File: src/hdl/occd_pkg.sv
// package for the operation code class decoder
package occd_pkg;
    localparam int DIGIT_W = 4;
    localparam int CODE_W = 8;
    localparam logic [7:0] CODE_NULL = 8'h00;
    localparam logic [7:0] CODE_STORE_LAST_JUMP = 8'h93;
    localparam logic [7:0] CODE_UNCOND_XFER = 8'h92;
    localparam logic [7:0] CODE_DISPLAY_ADDR_HI = 8'h02;
    localparam logic [7:0] CODE_DISPLAY_ADDR_LO = 8'h65;
    localparam logic [19:0] DISPLAY_ADDR = 20'h02650;
    localparam int MEM_FIELD_W = 20;
    localparam int A_FIELD_W = 20;
    localparam logic [7:0] SHIFT_DIGITS_RST = 8'h00;
    localparam logic [19:0] A_FIELD_RST = 20'h00000;

    typedef struct packed {
        logic need_a;
        logic need_m;
        logic a_chain;
        logic m_chain;
        logic r_chain;
        logic m_chain_if_fast;
        logic r_chain_if_fast;
        logic direct_sel_load;
        logic shift_xfer;
        logic last_jump_to_m;
        logic prog_ctr_to_m;
        logic no_m_to_ctr_option;
        logic display_in;
        logic display_out;
        logic conflict_check;
    } occd_class_s;

    typedef struct packed {
        logic [7:0] op_code;
        logic [19:0] a_field;
        logic [19:0] m_field;
        logic m_is_fast;
    } occd_instr_s;
endpackage

File: src/hdl/occd_class_rom.sv
// code to class flag table
`timescale 1ns/100ps
module occd_class_rom (
    input wire logic [7:0] op_code,
    output occd_pkg::occd_class_s flags
);
    logic [3:0] hi;
    logic [3:0] lo;
    always_comb begin
        hi = op_code[7:4];
        lo = op_code[3:0];
        flags = '0;
        // arithmetic group
        if ((hi == 4'h0 && lo >= 4'h1 && lo <= 4'h6) || (op_code == 8'h11) || (op_code == 8'h12)
            || (hi == 4'h1 && lo >= 4'h4 && lo <= 4'h6) || (hi == 4'h2 && lo <= 4'h7)
            || (hi == 4'h3 && lo <= 4'h2) || (hi == 4'h3 && lo >= 4'h4 && lo <= 4'h7)) begin
            flags.need_a = 1'b1;
            flags.need_m = 1'b1;
            flags.a_chain = 1'b1;
            flags.r_chain = 1'b1;
            flags.m_chain_if_fast = 1'b1;
        end else if (hi == 4'h6 && lo <= 4'h4) begin
            flags.need_a = 1'b1;
            flags.need_m = 1'b1;
            flags.a_chain = 1'b1;
            flags.r_chain = 1'b1;
            flags.m_chain_if_fast = 1'b1;
        end else if (op_code == 8'h65 || op_code == 8'h66) begin
            flags.need_a = 1'b1;
            flags.need_m = 1'b1;
            flags.a_chain = 1'b1;
            flags.m_chain = 1'b1;
            flags.r_chain = 1'b1;
        end else if (op_code == 8'h43 || op_code == 8'h48) begin
            flags.need_m = 1'b1;
            flags.r_chain = 1'b1;
            flags.m_chain_if_fast = 1'b1;
        end else if (hi == 4'h5 && lo <= 4'h3) begin
            flags.need_a = 1'b1;
            flags.m_chain = 1'b1;
            flags.r_chain = 1'b1;
            flags.shift_xfer = 1'b1;
            flags.direct_sel_load = 1'b1;
        end else if (hi == 4'h5 && lo >= 4'h5 && lo <= 4'h9) begin
            flags.need_a = 1'b1;
            flags.a_chain = 1'b1;
            flags.m_chain = 1'b1;
            flags.r_chain = 1'b1;
            flags.shift_xfer = 1'b1;
            flags.direct_sel_load = 1'b1;
        end else if (hi == 4'h4 && ((lo <= 4'h2) || (lo >= 4'h5 && lo <= 4'h7))) begin
            flags.need_a = 1'b1;
            flags.m_chain = 1'b1;
            flags.r_chain_if_fast = 1'b1;
            flags.conflict_check = 1'b1;
            flags.direct_sel_load = 1'b1;
        end else if (op_code == occd_pkg::CODE_STORE_LAST_JUMP) begin
            flags.last_jump_to_m = 1'b1;
            flags.r_chain_if_fast = 1'b1;
        end else if (op_code == occd_pkg::CODE_UNCOND_XFER) begin
            flags.need_a = 1'b1;
            flags.a_chain = 1'b1;
            flags.r_chain = 1'b1;
            flags.prog_ctr_to_m = 1'b1;
        end else if (op_code == 8'h70 || op_code == 8'h71 || op_code == 8'h75 || op_code == 8'h76) begin
            flags.need_a = 1'b1;
            flags.m_chain = 1'b1;
            flags.a_chain = 1'b1;
            flags.direct_sel_load = 1'b1;
        end else if (hi == 4'h7 && lo >= 4'h2 && lo <= 4'h4) begin
            flags.need_a = 1'b1;
            flags.m_chain = 1'b1;
            flags.direct_sel_load = 1'b1;
        end else if ((hi == 4'h8 && lo <= 4'h3) || op_code == 8'h85 || op_code == 8'h86) begin
            flags.need_a = 1'b1;
            flags.a_chain = 1'b1;
            flags.r_chain = 1'b1;
            flags.no_m_to_ctr_option = (op_code == 8'h85 || op_code == 8'h86);
        end else if (op_code == 8'h09 || op_code == 8'h19) begin
            flags.need_m = 1'b1;
            flags.r_chain = 1'b1;
            flags.display_in = 1'b1;
        end else if (op_code == 8'h29 || op_code == 8'h39) begin
            flags.need_a = 1'b1;
            flags.m_chain = 1'b1;
            flags.display_out = 1'b1;
            flags.conflict_check = 1'b1;
            flags.direct_sel_load = 1'b1;
        end
        // 00, 90, 91, 95-97, 99 and unassigned codes keep all flags low
    end
endmodule

File: src/hdl/occd_decoder.sv
// operation code control class decoder top
// Overview of operation
// - arithmetic codes need A and M, A-input and result chains; M chain if fast.
// - extract 60-64 like arithmetic; fetch 43,48 need M and result chain; M chain if fast.
// - extract 65,66 need both operands and all three chains.
// - single shift 50-53 need A, M-input and result chains only.
// - all shift codes send two low M digits to the arithmetic unit.
// - double shift 55-59 need A, all three chains.
// - store codes need A, M-input chain; result chain only if M fast.
// - shift, store, compare, display-out load selector from A field directly.
// - store-last-jump routes last jump counter to M; result if M fast.
// - unconditional transfer needs A, A-input and result chains.
// - unconditional transfer routes program counter to M through the B-adder.
// - comparisons need A, no result; 70,71,75,76 also use A-input chain.
// - index codes need A, A-input and result chains.
// - index codes 85,86 lack the store-counter-to-M option.
// - display-in codes need M and result chain via display address.
// - display-out codes need A, M-input chain, display address, conflict check.
// - halt, skip, plain transfers raise no flag at all.
// - unconditional transfer uses A-input chain, not M-input chain.
// - direct selector load pulses at timing phase zero.
// - shift digit transfer pulses at timing phase five.
// - general clear empties instruction registers so a null code decodes.
`timescale 1ns/100ps
module occd_decoder (
    input wire logic mclk,
    input wire logic sys_rst,
    input wire logic general_clear_signal,
    input wire logic load_second_instruction_register,
    input occd_pkg::occd_instr_s first_instruction_register,
    input wire logic timing_phase_zero,
    input wire logic timing_phase_five,
    output occd_pkg::occd_class_s class_flags,
    output logic direct_selector_load_pulse,
    output logic [19:0] selector_load_value,
    output logic shift_digit_transfer_pulse,
    output logic [7:0] shift_digits,
    output logic [19:0] display_address,
    output logic [7:0] current_op_code
);
    typedef struct packed {
        occd_pkg::occd_class_s flags;
        logic sel_pulse;
        logic [19:0] sel_val;
        logic shf_pulse;
        logic [7:0] shf_dig;
        logic [19:0] disp_addr;
        logic [7:0] op;
    } occd_state_s;

    occd_pkg::occd_instr_s second_instruction_register;
    occd_pkg::occd_class_s raw_flags;
    occd_pkg::occd_class_s eff_flags;
    occd_state_s st_r;
    occd_state_s st_nxt;

    occd_ir_hold u_hold (
        .mclk(mclk),
        .sys_rst(sys_rst),
        .general_clear_signal(general_clear_signal),
        .load(load_second_instruction_register),
        .instr_in(first_instruction_register),
        .instr_q(second_instruction_register)
    );

    occd_class_rom u_rom (
        .op_code(second_instruction_register.op_code),
        .flags(raw_flags)
    );

    always_comb begin
        eff_flags = raw_flags;
        // conditional chains resolved from whether M names a fast register
        if (raw_flags.m_chain_if_fast && second_instruction_register.m_is_fast) begin
            eff_flags.m_chain = 1'b1;
        end
        if (raw_flags.r_chain_if_fast && second_instruction_register.m_is_fast) begin
            eff_flags.r_chain = 1'b1;
        end
        st_nxt = st_r;
        st_nxt.flags = eff_flags;
        st_nxt.op = second_instruction_register.op_code;
        st_nxt.sel_pulse = raw_flags.direct_sel_load && timing_phase_zero;
        st_nxt.sel_val = second_instruction_register.a_field;
        st_nxt.shf_pulse = raw_flags.shift_xfer && timing_phase_five;
        st_nxt.shf_dig = second_instruction_register.m_field[7:0];
        // display codes go through the fixed memory cell
        st_nxt.disp_addr = (raw_flags.display_in || raw_flags.display_out) ? occd_pkg::DISPLAY_ADDR
            : occd_pkg::A_FIELD_RST;
        if (general_clear_signal) begin
            st_nxt = '0;
        end
    end

    // registered outputs cost one cycle of latency but keep glitches off the chain lines
    always_ff @(posedge mclk) begin
        if (sys_rst) begin
            st_r <= '0;
        end else begin
            st_r <= st_nxt;
        end
    end

    assign class_flags = st_r.flags;
    assign direct_selector_load_pulse = st_r.sel_pulse;
    assign selector_load_value = st_r.sel_val;
    assign shift_digit_transfer_pulse = st_r.shf_pulse;
    assign shift_digits = st_r.shf_dig;
    assign display_address = st_r.disp_addr;
    assign current_op_code = st_r.op;
endmodule

File: src/hdl/occd_ir_hold.sv
// second instruction register holder with general clear
`timescale 1ns/100ps
module occd_ir_hold (
    input wire logic mclk,
    input wire logic sys_rst,
    input wire logic general_clear_signal,
    input wire logic load,
    input occd_pkg::occd_instr_s instr_in,
    output occd_pkg::occd_instr_s instr_q
);
    typedef struct packed {
        occd_pkg::occd_instr_s ir;
    } occd_hold_s;
    occd_hold_s st_r;
    occd_hold_s st_nxt;
    always_comb begin
        st_nxt = st_r;
        if (general_clear_signal) begin
            st_nxt.ir = '0;
        end else if (load) begin
            st_nxt.ir = instr_in;
        end
    end
    always_ff @(posedge mclk) begin
        if (sys_rst) begin
            st_r <= '0;
        end else begin
            st_r <= st_nxt;
        end
    end
    assign instr_q = st_r.ir;
endmodule

File: config.mk
export PLATFORM = sky130hd
export DESIGN_NAME = occd_decoder
export DESIGN_NICKNAME = d
export VERILOG_FILES = /design/src/hdl/occd_pkg.sv /design/src/hdl/occd_class_rom.sv /design/src/hdl/occd_decoder.sv /design/src/hdl/occd_ir_hold.sv
export SDC_FILE = /design/constraint.sdc
export NUM_CORES = 1
export LEC_CHECK = 0
export BUFFER_PORTS_ARGS = -buffer_cell sky130_fd_sc_hd__buf_2
export CAP_MARGIN = 20
export CORE_ASPECT_RATIO = 0.6
export CORE_MARGIN = 5
export CORE_UTILIZATION = 29
export DETAILED_ROUTE_END_ITERATION = 8
export GPL_TIMING_DRIVEN = 0
export REMOVE_ABC_BUFFERS = 1
export SYNTH_ARGS = -nofsm -noshare
export SYNTH_HDL_FRONTEND = slang
export SYNTH_SLANG_ARGS = --single-unit
File: constraint.sdc
create_clock -name mclk -period 4.7 [get_ports mclk]
set_clock_uncertainty 0.15 [all_clocks]
set_input_delay 0.47 -clock mclk [delete_from_list [all_inputs] [get_ports mclk]]
set_output_delay 0.47 -clock mclk [all_outputs]
set_load 0.03 [all_outputs]
==> qor.csv, run 1 <==
metric,value,unit
status,"finished, final reports clean",
"top cells by area, synth","dfxtp_1, mux2i_1, and2_1, nor2_1, buf_4",
# rows,30,
vias in the first global route,2437,
htree depth,3,
core area,11300,um2
Sequential Area,1820,um2
combinational fraction of design power,0.076,
"Hold-fix buffers, CTS",0,
CP max FO,15,
Slew headroom,0.322,
CTS max path bufs,2,
Port-buffer cells,100,
Setup Crit Path Kind,reg -> reg,
Seq pwr share,0.474,
share of layout cells above drive strength 1,0.323,
"Reg clk slew, reported paths",0.07,ns
P_leak,1.96,nW
drt pass-1 iters,4,
crit path time final,2.25,ns
postcts setup bufs,0,
most frequent cell after synthesis,dfxtp_1,
initial drt markers,83,
half-perimeter wire length after placement,5.79,mm
RSZ-0062 raised after global routing,no,
clock sinks,91,
GRT busiest layer,met2,
Hold Path Class,in -> reg,
Skew-Pair Late Insertion Delay,0.33,ns
measured slew at the worst slew-check pin,1.02,ns
most common flop cell mapped by yosys,dfxtp_1,
Tcrit/Tclk final,0.478,
Via-to-Cell Ratio,4.28,
clk root buf,clkbuf_16,
Pint,1.30,mW
Worst EP required,4.79,ns
NetSw,387,uW
post-route ant nets,0,
Seq cells post-synth,91,
number of synthesized flops with an enable pin,0,
post-synthesis async set-or-reset flop share,0,
first-pass GRT wire length,12.4,mm
CTS resizes,0,
Chip Width,149,um
Post-Route WL,8.00,mm
CP max stage delay,0.54,ns
met1 usage,0.148,
Wirelength per Cell,14.0,um
number of I/O pins,128,
Worst Path Arrival,2.34,ns
Post-Place Cell Area,3890,um2
Max Cap Viol,0,
fmax,445,MHz
pre-CTS setup slack,2.47,ns
crit path max-delay cell type,or3_2,
Worst Reg-to-Reg Cells,4,
mapped cell area,3370,um2
Peak VDD IR,0.192,mV
sequential element share of the synthesized area,0.541,
pwr/cell area,401,nW/um2
Synth area leader,dfxtp_1,
area of the multi-input gates,1320,um2
"top cells by count, synth","dfxtp_1, nor2_1, mux2i_1",
Final setup viols,0,
synthesized area per cell,10.6,um2
GRT Residual Overflow,0,
final instance area,4210,um2
Synth warnings,0,
DRC,0,
die area,13900,um2
Fin. Hold Viols,0,
CP Capture Type,register,
Sw Ratio,0.229,
fin. max-slew vios,0,
met2 Use GR,0.168,
fill cell count,1157,
initial antenna violation count,2,
post-synth cell types,48,
Die H,93.5,um
startpoint types,register,
GP Congestion,0.810,
Initial Util,0.297,
hold-critical path depth,2,
critical-path cell list,"or3_2, o31ai_2, nor2_1, a221oi_2",
Post-Syn Instances,319,
GR Util All Layers,0.115,
GR met3 Demand/Resource,0.0596,
CTS tree,built,
DR vias,2451,
CTS Buf Count,9,
top-area cell type share of the netlist area,0.541,
largest net degree at the start of global routing,48,
Clock Power Share,0.449,
Final TNS setup,0,ns
layout net count,463,
area growth from synthesis to layout,24.9,%
Setup WS post-layout,2.45,ns
[placed cells by master (no fill, tap or decap), types with 2 or more instances in the layout]
cell and count:
mux2i_1 37, o21bai_1 2, and2_1 35, nand2b_1 6, nor3_1 9, inv_1 3
nor3_2 2, nand2_1 2, buf_2 100, a21oi_1 7, bufinv_16 2, o21ai_0 4
nor2b_1 2, clkbuf_16 9, dfxtp_1 91, and3_1 2, nor4_1 3, nor2_1 48
conb_1 15
[layer usage]
layer / up-vias / wire, um
met1: 1126 / 3790
met4: 2 / 80
met5: - / 7
met2: 111 / 3220
met3: 12 / 912
li1: 1200 / -
[power groups by stage]
stage	sequential [mW]	clock [mW]	combinational, mW
after floorplan	0.827	0	0.0670
after global placement	0.817	0	0.124
after detailed placement	0.818	0	0.130
after CTS	0.800	0.790	0.130
after global routing	0.802	0.819	0.141
final	0.800	0.758	0.129
[flip-flops by register name (all words and copies together) (netlist names)]
name,count
display_address,1
selector_load_value,20
shift_digit_transfer_pulse,1
direct_selector_load_pulse,1
shift_digits,8
class_flags,15
u_hold.instr_q,37
current_op_code,8
[cells by family (layout without fill, tap and decap cells)]
logic type | Yosys count | in the layout | synth area share
simple gates | 125 | 125 | 0.208
flops | 91 | 91 | 0.541
buf+inv | 41 | 120 | 0.0832
mux | 37 | 37 | 0.110
compound gates | 23 | 23 | 0.0543
other cells | 1 | 16 | 0.00111
xor+xnor | 1 | 1 | 0.00260
[worst paths after layout]
path | startpoint | end | slack [ns]
worst min-delay path | timing_phase_zero | direct_selector_load_pulse | 0.18
worst max register to register | u_hold.instr_q[44] | class_flags[11] | 2.45
worst max-delay path | u_hold.instr_q[44] | class_flags[11] | 2.45
worst min register to register | u_hold.instr_q[22] | selector_load_value[1] | 0.30
[cell type report]
| cell class | instances | area share |
|---|---|---|
| Sequential cell | 91 | 0.433 |
| Timing Repair Buffer | 102 | 0.127 |
| Inverter | 3 | 0.00268 |
| Clock buffer | 9 | 0.0535 |
| Clock inverter | 6 | 0.0214 |
| Multi-Input combinational cell | 201 | 0.314 |
| Tap cell | 160 | 0.0476 |
| Antenna cell | 1 | 0.000595 |
[stage by stage]
stage | power [mW] | instances | util | hold WS (ns)
6_report | 1.69 | 573 | 0.371 | 0.181
5_1_grt | 1.76 | 573 | 0.371 | 0.182
4_1_cts | 1.72 | 572 | 0.371 | 0.172
3_5_place_dp | 0.947 | 557 | 0.343 | 0.286
3_3_place_gp | 0.941 | 555 | 0.340 | 0.283
2_1_floorplan | 0.894 | 295 | - | 0.279
[worst max-delay path, delay by kind of cell (launching register included)]
family          cells  cell delay (ns)
flops               1             0.47
simple gates        2             0.73
compound gates      2             0.81
Note: power is estimated with default switching activity, not from simulation.
==> run 2: changes to the inputs <==
Clock period 4.7 ns to 1.82 ns, I/O delays scaled along.
==> qor.csv, run 2 (synthesized netlist as in run 1, its figures left out) <==
metric,value,unit
status,"complete, but fails checks",
failing checks,negative setup slack,
GR met3 Demand/Resource,0.0513,
Sw Ratio,0.231,
Post-Route WL,8.46,mm
"most common cell after layout, fill and taps aside",buf_2,
combinational fraction of design power,0.094,
drt pass-1 iters,4,
"commonest cells after routing, fill and taps aside","buf_2, dfxtp_1, nor2_1, dlygate4sd3_1, mux2i_1",
vias in the first global route,2633,
number of I/O pins,128,
clk root buf,clkbuf_16,
startpoint types,register,
clock sinks,91,
area growth from synthesis to layout,41.4,%
fill cell count,1113,
HP Start,sys_rst,
crit path time final,1.89,ns
Peak VDD IR,0.493,mV
half-perimeter wire length after placement,5.79,mm
Fin. Hold Viols,0,
start point of the critical path,u_hold.instr_q[45],
Final setup viols,5,
CP max FO,4,
fmax,528,MHz
total power,4.44,mW
Clock Power Share,0.442,
htree depth,3,
fin cells,620,
NetSw,1.02,mW
reg2reg end,class_flags[10],
DRC,0,
first-pass GRT wire length,13.3,mm
core area,11300,um2
placed cell count,557,
Via-to-Cell Ratio,4.20,
Worst Reg-to-Reg Cells,6,
Worst R2R Setup Slack,-0.07,ns
# rows,30,
Die H,93.5,um
layout net count,511,
RSZ-0062 raised after global routing,yes,
Slew headroom,0.311,
CP Capture Type,register,
initial antenna violation count,0,
CTS tree,built,
Tcrit/Tclk final,1.04,
fin. max-slew vios,0,
GP Congestion,0.810,
Inserted Diodes,0,
Wirelength per Cell,13.6,um
r2r startpoint,u_hold.instr_q[45],
"Reg clk slew, reported paths",0.07,ns
Pint,3.42,mW
met2 Use GR,0.188,
post-route ant nets,0,
GRT busiest layer,met2,
Worst EP required,1.93,ns
Worst Path Arrival,2.00,ns
DR vias,2602,
CTS Buf Count,9,
GR Util All Layers,0.122,
largest net degree at the start of global routing,48,
Initial Util,0.297,
met1 usage,0.156,
share of layout cells above drive strength 1,0.343,
critical path endpoint,class_flags[10],
Hold Slack,0.120,ns
Hold Path Class,in -> reg,
Seq pwr share,0.464,
Port-buffer cells,100,
pwr/cell area,933,nW/um2
max reg flops,37,
Setup Crit Path Kind,reg -> reg,
die area,13900,um2
measured slew at the worst slew-check pin,1.03,ns
P_leak,2.19,nW
CTS max path bufs,2,
initial drt markers,93,
Max Cap Viol,0,
Chip Width,149,um
Setup WS post-layout,-0.0727,ns
GRT Residual Overflow,0,
Skew-Pair Late Insertion Delay,0.33,ns
==> run 2: cell types whose count changed in the layout (fill, tap and decap cells not counted), sizes merged <==
| cell | previous run | this run |
|---|---|---|
| buf | 102 | 111 |
| diode | 1 | 0 |
| dlygate4sd3 | 0 | 39 |
==> run 2: through the flow <==
stage / util / setup TNS (ns) / cell area (um2) / worst slack (ns)
2_1_floorplan: - / -0.225 / 3150 / -0.0724
3_5_place_dp: 0.343 / -3.30 / 3890 / -0.407
4_1_cts: 0.413 / -0.320 / 4680 / -0.0769
5_1_grt: 0.420 / -0.680 / 4760 / -0.157
3_3_place_gp: 0.340 / -33.66 / 3850 / -1.23
6_report: 0.420 / -0.250 / 4760 / -0.0727
==> run 2: final cells by class <==
class | instances | area [um2] | area share
Sequential cell | 91 | 1850 | 0.389
Multi-Input combinational cell | 201 | 1390 | 0.291
Timing Repair Buffer | 150 | 997 | 0.209
Clock buffer | 9 | 225 | 0.0473
Tap cell | 160 | 200 | 0.0420
Clock inverter | 6 | 90.1 | 0.0189
Inverter | 3 | 11.3 | 0.00237
==> run 2: worst min-delay path by stage <==
stage	slack [ns]	endpoint	cells after the start
after floorplan	0.15	direct_selector_load_pulse	1
after global placement	0.24	direct_selector_load_pulse	2
after detailed placement	0.24	direct_selector_load_pulse	2
after CTS	0.11	selector_load_value[4]	3
after global routing	0.13	shift_digits[5]	3
final	0.12	selector_load_value[4]	3
==> run 2: power by group through the flow <==
stage               logic (mW)  clock network (mW)  registers [mW]
global placement         0.320                   0            2.11
CTS                      0.413                2.04            2.07
finish                   0.415                1.96            2.06
detailed placement       0.335                   0            2.11
floorplan                0.173                   0            2.14
global route             0.453                2.11            2.06
==> run 2: worst max-delay path, stage by stage, from the launching register on <==
cell and delay (ns):
dfxtp_4 0.36, or4b_4 0.57, a211oi_4 0.25, buf_6 0.15
a21oi_2 0.03, nor2_2 0.17, o2bb2ai_1 0.13
==> run 2: per-layer routing <==
layer  share of wire  up-vias
met5               0        -
met1            0.47     1178
li1                -     1297
met2            0.42      115
met3           0.096       12
met4           0.012        0
==> run 2: what timing repair did <==
item                                    CTS  global route
pin swaps                                 7             1
endpoints found under the hold margin    39             0
endpoints found under the setup margin   15            15
gates resized for setup                  21            10
hold buffers                             39             0
buffers inserted                          3             6
